**src/hw/vfic_consts.vh**
```
`ifndef VFIC_CONSTS_VH
`define VFIC_CONSTS_VH
// ----------------------------------------
// Register indices (byte address is index times 4)
// ----------------------------------------
`define VFIC_IDX_FMT 8'h15
`define VFIC_IDX_TEST_A 8'h16
`define VFIC_IDX_TEST_B 8'h17
`define VFIC_IDX_TEST_C 8'h18
`define VFIC_IDX_TEST_D 8'h19
`define VFIC_IDX_GAIN_R 8'h01
`define VFIC_IDX_GAIN_G 8'h02
`define VFIC_IDX_GAIN_B 8'h03
`define VFIC_IDX_OFS_R 8'h04
`define VFIC_IDX_OFS_G 8'h05
`define VFIC_IDX_OFS_B 8'h06
`define VFIC_IDX_CLAMP 8'h07
`define VFIC_IDX_STATUS 8'h08
// ----------------------------------------
// Format register fields
// ----------------------------------------
`define VFIC_FMT_DUAL 7
`define VFIC_FMT_OUTMODE 6
`define VFIC_FMT_ODDSWAP 5
`define VFIC_FMT_422 4
`define VFIC_FMT_SRC 3
`define VFIC_FMT_BW_HI 2
`define VFIC_FMT_BW_LO 1
`define VFIC_FMT_EXTCLK 0
// ----------------------------------------
// Reset values
// ----------------------------------------
`define VFIC_RST_FMT 8'hC6
`define VFIC_RST_TEST_A 8'hFF
`define VFIC_RST_TEST_B 8'h00
`define VFIC_RST_GAIN 8'h80
`define VFIC_RST_OFS 7'h40
`define VFIC_RST_CLAMP 1'h0
// ----------------------------------------
// Bus responses
// ----------------------------------------
`define VFIC_RESP_OKAY 2'h0
`define VFIC_RESP_SLVERR 2'h2
`endif

```
**src/hw/vfic_sync_upd.v**
```verilog
`timescale 1ns/100ps
`default_nettype none
// ----------------------------------------
// Setting shadow, loaded on update strobe
// ----------------------------------------
module vfic_sync_upd #(
    parameter W = 8,
    parameter [W-1:0] INIT = {W{1'b0}}
) (
    input wire clk_i,
    input wire rst_n_i,
    input wire upd_i,
    input wire [W-1:0] d_i,
    output reg [W-1:0] q_o
);
    always @(posedge clk_i or negedge rst_n_i)
    begin
        if (!rst_n_i)
            q_o <= INIT;
        else if (upd_i)
            q_o <= d_i;
    end
endmodule
`default_nettype wire

```
**src/hw/vfic_top.v**
```verilog
// Contract
// - Source select bit 0 picks video port 0, bit 1 picks port 1.
// - All video and sync signals of a port switch together.
// - Two-bit bandwidth code 11/10/01/00, reset value 11.
// - Clock source bit 0 uses internal PLL clock, 1 external.
// - Per-channel 8-bit gain code, reset 80h.
// - Per-channel 7-bit offset code, higher code lowers output.
// - Clamp all to zero scale; option clamps red and blue mid.
// - Three 8-bit converters, one sample per pixel clock each.
// - Each channel output on one port or two 8-bit ports.
// - 4:2:2 mode: red carries U/V, green luma, blue high Z.
`timescale 1ns/100ps
`default_nettype none
`include "vfic_consts.vh"
module vfic_top (
    input wire clk_i,
    input wire rst_n_i,
    input wire [31:0] s_axi_awaddr,
    input wire s_axi_awvalid,
    output reg s_axi_awready,
    input wire [31:0] s_axi_wdata,
    input wire [3:0] s_axi_wstrb,
    input wire s_axi_wvalid,
    output reg s_axi_wready,
    output reg [1:0] s_axi_bresp,
    output reg s_axi_bvalid,
    input wire s_axi_bready,
    input wire [31:0] s_axi_araddr,
    input wire s_axi_arvalid,
    output reg s_axi_arready,
    output reg [31:0] s_axi_rdata,
    output reg [1:0] s_axi_rresp,
    output reg s_axi_rvalid,
    input wire s_axi_rready,
    input wire pix_upd_i,
    input wire [7:0] port0_r_i,
    input wire [7:0] port0_g_i,
    input wire [7:0] port0_b_i,
    input wire port0_hs_i,
    input wire port0_vs_i,
    input wire [7:0] port1_r_i,
    input wire [7:0] port1_g_i,
    input wire [7:0] port1_b_i,
    input wire port1_hs_i,
    input wire port1_vs_i,
    input wire [7:0] test_c_i,
    input wire [7:0] test_d_i,
    output reg [7:0] r_a_o,
    output reg [7:0] r_b_o,
    output reg [7:0] g_a_o,
    output reg [7:0] g_b_o,
    output reg [7:0] b_a_o,
    output reg [7:0] b_b_o,
    output reg b_oe_n_o,
    output reg hs_o,
    output reg vs_o,
    output reg ext_clk_sel_o,
    output reg [1:0] bandwidth_o,
    output reg [23:0] gain_o,
    output reg [20:0] offset_o,
    output reg clamp_mid_rb_o,
    output reg src_sel_o
);
    // ----------------------------------------
    // Software-facing registers
    // ----------------------------------------
    reg [7:0] fmt_r;
    reg [7:0] test_a_r;
    reg [7:0] test_b_r;
    reg [7:0] gain_r_r;
    reg [7:0] gain_g_r;
    reg [7:0] gain_b_r;
    reg [6:0] ofs_r_r;
    reg [6:0] ofs_g_r;
    reg [6:0] ofs_b_r;
    reg clamp_r;
    reg [31:0] awaddr_r;
    reg aw_have_r;
    reg [31:0] wdata_r;
    reg [3:0] wstrb_r;
    reg w_have_r;
    reg phase_r;
    reg uv_ph_r;
    wire [7:0] fmt_act;
    wire [7:0] gr_act;
    wire [7:0] gg_act;
    wire [7:0] gb_act;
    wire [6:0] or_act;
    wire [6:0] og_act;
    wire [6:0] ob_act;
    wire cl_act;
    wire [7:0] waddr;
    wire [7:0] wbyte;
    wire do_write;
    wire [7:0] raddr;
    assign waddr = aw_have_r ? awaddr_r[9:2] : s_axi_awaddr[9:2];
    assign wbyte = w_have_r ? wdata_r[7:0] : s_axi_wdata[7:0];
    assign do_write = (aw_have_r || s_axi_awvalid) &&
        (w_have_r || s_axi_wvalid) && !s_axi_bvalid &&
        (w_have_r ? wstrb_r[0] : s_axi_wstrb[0]);
    assign raddr = s_axi_araddr[9:2];
    function mapped;
        input [7:0] a;
        begin
            case (a)
                `VFIC_IDX_FMT, `VFIC_IDX_TEST_A, `VFIC_IDX_TEST_B,
                `VFIC_IDX_TEST_C, `VFIC_IDX_TEST_D, `VFIC_IDX_GAIN_R,
                `VFIC_IDX_GAIN_G, `VFIC_IDX_GAIN_B, `VFIC_IDX_OFS_R,
                `VFIC_IDX_OFS_G, `VFIC_IDX_OFS_B, `VFIC_IDX_CLAMP,
                `VFIC_IDX_STATUS: mapped = 1'b1;
                default: mapped = 1'b0;
            endcase
        end
    endfunction
    // ----------------------------------------
    // Write channel
    // ----------------------------------------
    always @(posedge clk_i or negedge rst_n_i)
    begin
        if (!rst_n_i)
        begin
            s_axi_awready <= 1'b1;
            s_axi_wready <= 1'b1;
            s_axi_bvalid <= 1'b0;
            s_axi_bresp <= `VFIC_RESP_OKAY;
            aw_have_r <= 1'b0;
            w_have_r <= 1'b0;
            awaddr_r <= 32'h00000000;
            wdata_r <= 32'h00000000;
            wstrb_r <= 4'h0;
            fmt_r <= `VFIC_RST_FMT;
            test_a_r <= `VFIC_RST_TEST_A;
            test_b_r <= `VFIC_RST_TEST_B;
            gain_r_r <= `VFIC_RST_GAIN;
            gain_g_r <= `VFIC_RST_GAIN;
            gain_b_r <= `VFIC_RST_GAIN;
            ofs_r_r <= `VFIC_RST_OFS;
            ofs_g_r <= `VFIC_RST_OFS;
            ofs_b_r <= `VFIC_RST_OFS;
            clamp_r <= `VFIC_RST_CLAMP;
        end
        else
        begin
            if (s_axi_awvalid && s_axi_awready)
            begin
                awaddr_r <= s_axi_awaddr;
                aw_have_r <= 1'b1;
                s_axi_awready <= 1'b0;
            end
            if (s_axi_wvalid && s_axi_wready)
            begin
                wdata_r <= s_axi_wdata;
                wstrb_r <= s_axi_wstrb;
                w_have_r <= 1'b1;
                s_axi_wready <= 1'b0;
            end
            if ((aw_have_r || (s_axi_awvalid && s_axi_awready)) &&
                (w_have_r || (s_axi_wvalid && s_axi_wready)) &&
                !s_axi_bvalid)
            begin
                s_axi_bvalid <= 1'b1;
                s_axi_bresp <= mapped(waddr) ? `VFIC_RESP_OKAY :
                    `VFIC_RESP_SLVERR;
                aw_have_r <= 1'b0;
                w_have_r <= 1'b0;
                s_axi_awready <= 1'b0;
                s_axi_wready <= 1'b0;
                if (do_write)
                begin
                    case (waddr)
                        `VFIC_IDX_FMT: fmt_r <= wbyte;
                        `VFIC_IDX_TEST_A: test_a_r <= wbyte;
                        `VFIC_IDX_TEST_B: test_b_r <= wbyte;
                        `VFIC_IDX_GAIN_R: gain_r_r <= wbyte;
                        `VFIC_IDX_GAIN_G: gain_g_r <= wbyte;
                        `VFIC_IDX_GAIN_B: gain_b_r <= wbyte;
                        `VFIC_IDX_OFS_R: ofs_r_r <= wbyte[6:0];
                        `VFIC_IDX_OFS_G: ofs_g_r <= wbyte[6:0];
                        `VFIC_IDX_OFS_B: ofs_b_r <= wbyte[6:0];
                        `VFIC_IDX_CLAMP: clamp_r <= wbyte[0];
                        default: ;
                    endcase
                end
            end
            if (s_axi_bvalid && s_axi_bready)
            begin
                s_axi_bvalid <= 1'b0;
                s_axi_awready <= 1'b1;
                s_axi_wready <= 1'b1;
            end
        end
    end
    // ----------------------------------------
    // Read channel
    // ----------------------------------------
    always @(posedge clk_i or negedge rst_n_i)
    begin
        if (!rst_n_i)
        begin
            s_axi_arready <= 1'b1;
            s_axi_rvalid <= 1'b0;
            s_axi_rdata <= 32'h00000000;
            s_axi_rresp <= `VFIC_RESP_OKAY;
        end
        else if (s_axi_arvalid && s_axi_arready)
        begin
            s_axi_arready <= 1'b0;
            s_axi_rvalid <= 1'b1;
            s_axi_rresp <= mapped(raddr) ? `VFIC_RESP_OKAY :
                `VFIC_RESP_SLVERR;
            case (raddr)
                `VFIC_IDX_FMT: s_axi_rdata <= {24'h000000, fmt_r};
                `VFIC_IDX_TEST_A: s_axi_rdata <= {24'h000000, test_a_r};
                `VFIC_IDX_TEST_B: s_axi_rdata <= {24'h000000, test_b_r};
                `VFIC_IDX_TEST_C: s_axi_rdata <= {24'h000000, test_c_i};
                `VFIC_IDX_TEST_D: s_axi_rdata <= {24'h000000, test_d_i};
                `VFIC_IDX_GAIN_R: s_axi_rdata <= {24'h000000, gain_r_r};
                `VFIC_IDX_GAIN_G: s_axi_rdata <= {24'h000000, gain_g_r};
                `VFIC_IDX_GAIN_B: s_axi_rdata <= {24'h000000, gain_b_r};
                `VFIC_IDX_OFS_R: s_axi_rdata <= {25'h0000000, ofs_r_r};
                `VFIC_IDX_OFS_G: s_axi_rdata <= {25'h0000000, ofs_g_r};
                `VFIC_IDX_OFS_B: s_axi_rdata <= {25'h0000000, ofs_b_r};
                `VFIC_IDX_CLAMP: s_axi_rdata <= {31'h00000000, clamp_r};
                `VFIC_IDX_STATUS: s_axi_rdata <= {24'h000000, fmt_act};
                default: s_axi_rdata <= 32'h00000000;
            endcase
        end
        else if (s_axi_rvalid && s_axi_rready)
        begin
            s_axi_rvalid <= 1'b0;
            s_axi_arready <= 1'b1;
        end
    end
    // ----------------------------------------
    // Pixel-synchronous active settings
    // ----------------------------------------
    vfic_sync_upd #(.W(8), .INIT(`VFIC_RST_FMT)) u_fmt (
        .clk_i(clk_i), .rst_n_i(rst_n_i), .upd_i(pix_upd_i),
        .d_i(fmt_r), .q_o(fmt_act));
    vfic_sync_upd #(.W(8), .INIT(`VFIC_RST_GAIN)) u_gr (
        .clk_i(clk_i), .rst_n_i(rst_n_i), .upd_i(pix_upd_i),
        .d_i(gain_r_r), .q_o(gr_act));
    vfic_sync_upd #(.W(8), .INIT(`VFIC_RST_GAIN)) u_gg (
        .clk_i(clk_i), .rst_n_i(rst_n_i), .upd_i(pix_upd_i),
        .d_i(gain_g_r), .q_o(gg_act));
    vfic_sync_upd #(.W(8), .INIT(`VFIC_RST_GAIN)) u_gb (
        .clk_i(clk_i), .rst_n_i(rst_n_i), .upd_i(pix_upd_i),
        .d_i(gain_b_r), .q_o(gb_act));
    vfic_sync_upd #(.W(7), .INIT(`VFIC_RST_OFS)) u_or (
        .clk_i(clk_i), .rst_n_i(rst_n_i), .upd_i(pix_upd_i),
        .d_i(ofs_r_r), .q_o(or_act));
    vfic_sync_upd #(.W(7), .INIT(`VFIC_RST_OFS)) u_og (
        .clk_i(clk_i), .rst_n_i(rst_n_i), .upd_i(pix_upd_i),
        .d_i(ofs_g_r), .q_o(og_act));
    vfic_sync_upd #(.W(7), .INIT(`VFIC_RST_OFS)) u_ob (
        .clk_i(clk_i), .rst_n_i(rst_n_i), .upd_i(pix_upd_i),
        .d_i(ofs_b_r), .q_o(ob_act));
    vfic_sync_upd #(.W(1), .INIT(`VFIC_RST_CLAMP)) u_cl (
        .clk_i(clk_i), .rst_n_i(rst_n_i), .upd_i(pix_upd_i),
        .d_i(clamp_r), .q_o(cl_act));
    // ----------------------------------------
    // Source select and output formatting
    // ----------------------------------------
    wire sel = fmt_act[`VFIC_FMT_SRC];
    wire [7:0] mr = sel ? port1_r_i : port0_r_i;
    wire [7:0] mg = sel ? port1_g_i : port0_g_i;
    wire [7:0] mb = sel ? port1_b_i : port0_b_i;
    wire dual = fmt_act[`VFIC_FMT_DUAL];
    wire swp = fmt_act[`VFIC_FMT_ODDSWAP];
    wire yuv = fmt_act[`VFIC_FMT_422];
    wire to_b = dual && (phase_r ^ swp);
    // Red output carries V and U on alternate pixels in 4:2:2 mode
    wire [7:0] mrc = (yuv && uv_ph_r) ? mb : mr;
    always @(posedge clk_i or negedge rst_n_i)
    begin
        if (!rst_n_i)
        begin
            r_a_o <= 8'h00;
            r_b_o <= 8'h00;
            g_a_o <= 8'h00;
            g_b_o <= 8'h00;
            b_a_o <= 8'h00;
            b_b_o <= 8'h00;
            b_oe_n_o <= 1'b0;
            hs_o <= 1'b0;
            vs_o <= 1'b0;
            phase_r <= 1'b0;
            uv_ph_r <= 1'b0;
            ext_clk_sel_o <= 1'b0;
            bandwidth_o <= 2'h3;
            gain_o <= {3{`VFIC_RST_GAIN}};
            offset_o <= {3{`VFIC_RST_OFS}};
            clamp_mid_rb_o <= 1'b0;
            src_sel_o <= 1'b0;
        end
        else
        begin
            phase_r <= dual ? ~phase_r : 1'b0;
            uv_ph_r <= yuv ? ~uv_ph_r : 1'b0;
            hs_o <= sel ? port1_hs_i : port0_hs_i;
            vs_o <= sel ? port1_vs_i : port0_vs_i;
            if (!to_b)
            begin
                r_a_o <= mrc;
                g_a_o <= mg;
                b_a_o <= mb;
            end
            else
            begin
                r_b_o <= mrc;
                g_b_o <= mg;
                b_b_o <= mb;
            end
            b_oe_n_o <= yuv;
            ext_clk_sel_o <= fmt_act[`VFIC_FMT_EXTCLK];
            bandwidth_o <= fmt_act[`VFIC_FMT_BW_HI:`VFIC_FMT_BW_LO];
            gain_o <= {gr_act, gg_act, gb_act};
            offset_o <= {or_act, og_act, ob_act};
            clamp_mid_rb_o <= cl_act;
            src_sel_o <= sel;
        end
    end
endmodule
`default_nettype wire

```
**config.mk**
```make
export PLATFORM = sky130hd
export DESIGN_NAME = vfic_top
export DESIGN_NICKNAME = d
export VERILOG_FILES = /design/src/hw/vfic_sync_upd.v /design/src/hw/vfic_top.v
export VERILOG_INCLUDE_DIRS = /design/src /design/src/hw
export SDC_FILE = /design/constraint.sdc
export NUM_CORES = 1
export LEC_CHECK = 0
export ABC_CLOCK_PERIOD_IN_PS = 3300
export BUFFER_PORTS_ARGS = -buffer_cell sky130_fd_sc_hd__buf_2
export CAP_MARGIN = 15
export CELL_PAD_IN_SITES_DETAIL_PLACEMENT = 0
export CELL_PAD_IN_SITES_GLOBAL_PLACEMENT = 1
export CORE_ASPECT_RATIO = 0.8
export CORE_MARGIN = 2
export CORE_UTILIZATION = 30
export CTS_BUF_LIST = sky130_fd_sc_hd__clkbuf_8
export CTS_CLUSTER_DIAMETER = 100
export CTS_CLUSTER_SIZE = 8
export DETAILED_ROUTE_END_ITERATION = 16
export PLACE_DENSITY_LB_ADDON = 0.2
export SKIP_LAST_GASP = 1
export SYNTH_ARGS = -nofsm -noshare
export SYNTH_HDL_FRONTEND = slang
export SYNTH_HIERARCHICAL = 1
export SYNTH_SLANG_ARGS = --single-unit
```
**constraint.sdc**
```tcl
create_clock -name clk_i -period 3.3 [get_ports clk_i]
set_clock_uncertainty 0.2 [all_clocks]
set_input_delay 0.66 -clock clk_i [delete_from_list [all_inputs] [get_ports clk_i]]
set_output_delay 0.66 -clock clk_i [all_outputs]
set_load 0.05 [all_outputs]
```
==> results_tabular.tex <==
\begin{tabular}{lr}
\hline
Metric & Value \\
\hline
\multicolumn{2}{l}{\textbf{Detailed routing}} \\
First-pass detailed-route iteration total & 4 \\
Wire length reported by the detailed router & 31.6 mm \\
Number of nets still failing antenna checks after routing & 0 \\
Detail-routed net length per standard cell & 20.1 um \\
Initial detailed-routing violation count & 439 \\
Vias & 7,343 \\
Avg Vias per Cell & 4.68 \\
DR DRC count & 0 \\
\multicolumn{2}{l}{\textbf{Global routing}} \\
Wire length of the first global-routing pass & 47.3 mm \\
Pin count of the biggest net entering global routing & 73 \\
Vias in the first global route & 7,265 \\
Global-route total usage across every layer & 0.160 \\
Remaining global-route overflow & 0 \\
Initial antenna violation count & 2 \\
\multicolumn{2}{l}{\textbf{STA}} \\
Setup repair after global routing missed its margin & false \\
Relative slew slack & 0.445 \\
Number of setup violations in the final report & 0 \\
Number of max-slew violations in the final report & 0 \\
Slew at the pin closest to its max-slew limit & 830 ps \\
Tcrit/Tclk final & 0.806 \\
Total negative slack for setup checks & 0 ps \\
Time the final worst path needs with I/O delays and setup & 2660 ps \\
Maximum clock frequency & 376 MHz \\
Setup slack after layout & 641 ps \\
Final Hold Violating Endpoints & 0 \\
\multicolumn{2}{l}{\textbf{Layout}} \\
Share of post-route cells with drive strength above 1 & 0.482 \\
Number of nets at the end of the flow & 1,229 \\
Layout overhead on the synthesized area & 19.9\% \\
Most common cell after layout, fill and taps aside & dfrtp\_1 \\
Area occupied by multi-input gates & 0.00435 mm\^{}2 \\
Sequential standard cell area & 0.00658 mm\^{}2 \\
Number of filler cells placed in the layout & 3,716 \\
Highest-count cells in the layout ignoring fill and taps & dfrtp\_1 (221), buf\_2 (214), mux2\_2 (121), mux2\_4 (54), nand2\_1 (43) \\
\multicolumn{2}{l}{\textbf{Floorplan}} \\
Row count & 63 \\
Die ar. & 0.0392 mm\^{}2 \\
Core area & 0.0370 mm\^{}2 \\
Io pins & 318 \\
Die Y & 177 um \\
Starting density of the core & 0.305 \\
Chip width & 221 um \\
\multicolumn{2}{l}{\textbf{Setup path}} \\
FF-to-FF End & gain\_r\_r[5] \\
Worst Path Arrival & 2890 ps \\
CP endpoint kind & flop \\
Category of the most critical setup path & reg -> reg \\
Worst R2R Start & w\_have\_r \\
Worst-path maximum fanout & 11 \\
Worst Reg2Reg Path Length in Cells & 5 \\
Data required time of the worst path & 3530 ps \\
Worst-case register-to-register setup slack & 640 ps \\
Sort of element at the start of the critical path & flop \\
\multicolumn{2}{l}{\textbf{Run}} \\
Number of violations of the max-capacitance limit & 0 \\
\multicolumn{2}{l}{\textbf{Min path}} \\
Start point of the worst hold path & s\_axi\_arvalid \\
Hold depth & 2 \\
Hold worst-path end & s\_axi\_arready \\
Path category of the worst min-delay check & in -> reg \\
\multicolumn{2}{l}{\textbf{Synth}} \\
Post-Synthesis Cells & 818 \\
Post-synth EDFFs & 0 \\
Number of distinct library cells after synthesis & 62 \\
Sequential element share of the synthesized area & 0.583 \\
Async set or reset register ratio after synthesis & 1.00 \\
Main synth FF type & dfrtp\_1 \\
Cell area after synthesis & 0.0113 mm\^{}2 \\
Number of synthesized register bits & 261 \\
Mean Syn Cell Area & 13.8 um\^{}2 \\
Count of yosys warnings during synthesis & 6 \\
\multicolumn{2}{l}{\textbf{Power}} \\
Leakage power & 6.72 nW \\
VDD IR max & 236 uV \\
Power per standard cell area & 456 mW/mm\^{}2 \\
\multicolumn{2}{l}{\textbf{Clock network}} \\
Clock Tree Root & clkbuf\_8 \\
Sinks on the clock net & 261 \\
TritonCTS Buffers & 38 \\
CTS tree & built \\
Buffers inserted by post-CTS timing repair & 0 \\
Post-CTS clock slew at the launch and capture registers of the worst setup and hold paths & 70 ps \\
Buffers from clock root to sink, at most & 3 \\
Clock insertion delay at the later pin of the skew report & 570 ps \\
H-tree levels & 2 \\
\multicolumn{2}{l}{\textbf{Place}} \\
Detailed placement HPWL & 22.7 mm \\
Pre-CTS setup slack & 486 ps \\
Quantity of I/O buffers inserted on ports & 216 \\
GP Congestion & 0.828 \\
\multicolumn{2}{l}{\textbf{Status}} \\
Status & complete, no violations \\
\hline
\end{tabular}
where the power goes:
| part | leakage [nW] | internal (mW) | total (mW) | switching (mW) |
|---|---|---|---|---|
| Sequential | 3.34 | 3.23 | 3.25 | 0.0156 |
| Combinational | 2.95 | 0.149 | 0.571 | 0.422 |
| Clock | 0.434 | 1.10 | 2.35 | 1.25 |
state kept, by name (all words and copies together), names as in the netlist, 8 cells and up:
signal and count:
gain_o 24, offset_o 21, awaddr_r 8, b_a_o 8, b_b_o 8, fmt_r 8
g_a_o 8, g_b_o 8, gain_b_r 8, gain_g_r 8, gain_r_r 8, r_a_o 8
r_b_o 8, s_axi_rdata 8, test_a_r 8, test_b_r 8, u_fmt/q_o 8, u_gb/q_o 8
u_gg/q_o 8, u_gr/q_o 8, wdata_r 8
area by class of cell:
cell class                 count  area share
tap                          487      0.0450
multi-input combinational    510       0.322
timing repair buffer         238      0.0969
clock buffer                  39      0.0397
clock inverter                30     0.00869
inverter                       4     0.00111
sequential                   261       0.486
antenna                        1    0.000185
routing by layer:
layer | part of all wire | global-route usage | wire length (um)
met1 | 0.49 | 0.239 | 15400
met2 | 0.45 | 0.237 | 14200
met3 | 0.046 | 0.0283 | 1450
met4 | 0.018 | 0.0442 | 556
met5 | 0 | 0 | 0
synthesized netlist by cell type, types with 5 or more instances:
| cell | n | share of area |
|---|---|---|
| a21oi_1 | 34 | 0.015 |
| nand2b_1 | 6 | 0.0033 |
| clkbuf_1 | 16 | 0.0053 |
| buf_6 | 8 | 0.0080 |
| o21ai_0 | 29 | 0.013 |
| dfstp_2 | 39 | 0.091 |
| nor3_1 | 9 | 0.0040 |
| mux2_2 | 121 | 0.12 |
| buf_2 | 13 | 0.0058 |
| a22oi_1 | 12 | 0.0080 |
| buf_4 | 28 | 0.019 |
| nand2_1 | 44 | 0.015 |
| nor2b_1 | 9 | 0.0050 |
| and3_1 | 5 | 0.0028 |
| nand2_2 | 6 | 0.0033 |
| mux2i_1 | 28 | 0.025 |
| nand3_1 | 14 | 0.0062 |
| a21o_1 | 5 | 0.0033 |
| mux2_4 | 54 | 0.072 |
| dfrtp_1 | 222 | 0.49 |
| mux4_2 | 9 | 0.018 |
| nor2_1 | 30 | 0.010 |
critical path, stage by stage (launching register included):
cell and delay (ps):
dfrtp_1 540, nand4b_1 270, a211oi_2 430, and3_1 290, and2_1 420, mux2_2 380
timing repair:
action	CTS	global route
hold endpoints to repair	55	0
endpoints found under the setup margin	0	0
resized for setup	0	0
hold buffers	1	0
worst max-delay path by stage:
| stage | from | end | slack, ps | depth (start not counted) |
|---|---|---|---|---|
| final | w_have_r | gain_r_r[5] | 640 | 5 |
| after floorplan | s_axi_wready | gain_r_r[0] | 920 | 6 |
| after global routing | w_have_r | gain_r_r[2] | 480 | 5 |
| after detailed placement | s_axi_araddr[5] | s_axi_rdata[3] | 490 | 6 |
| after CTS | w_have_r | gain_r_r[2] | 580 | 5 |
| after global placement | s_axi_araddr[5] | s_axi_rdata[3] | 530 | 6 |
metrics by stage:
| stage | power, mW | hold WS [ps] | cells | util | area [um^2] |
|---|---|---|---|---|---|
| CTS | 6.30 | 55.7 | 1569 | 0.365 | 13500 |
| detailed placement | 3.88 | 162 | 1499 | 0.347 | 12900 |
| global route | 6.49 | 78.7 | 1569 | 0.365 | 13500 |
| global placement | 3.88 | 162 | 1499 | 0.347 | 12900 |
| finish | 6.17 | 96.3 | 1570 | 0.365 | 13500 |
| floorplan | 3.66 | 154 | 843 | - | 11400 |
kinds of logic (layout without fill, tap and decap cells):
family / after synthesis / in the layout / synth area share
other: 1 / 27 / 0.000332
muxes: 212 / 212 / 0.235
xor gates and xnor gates: 1 / 1 / 0.000776
DFF: 261 / 261 / 0.583
buffers and inverters: 72 / 311 / 0.0400
AOI/OAI and AO/OA: 120 / 120 / 0.0705
and+or+nand+nor: 151 / 151 / 0.0699
No activity file was read; power rests on OpenSTA's default activity.
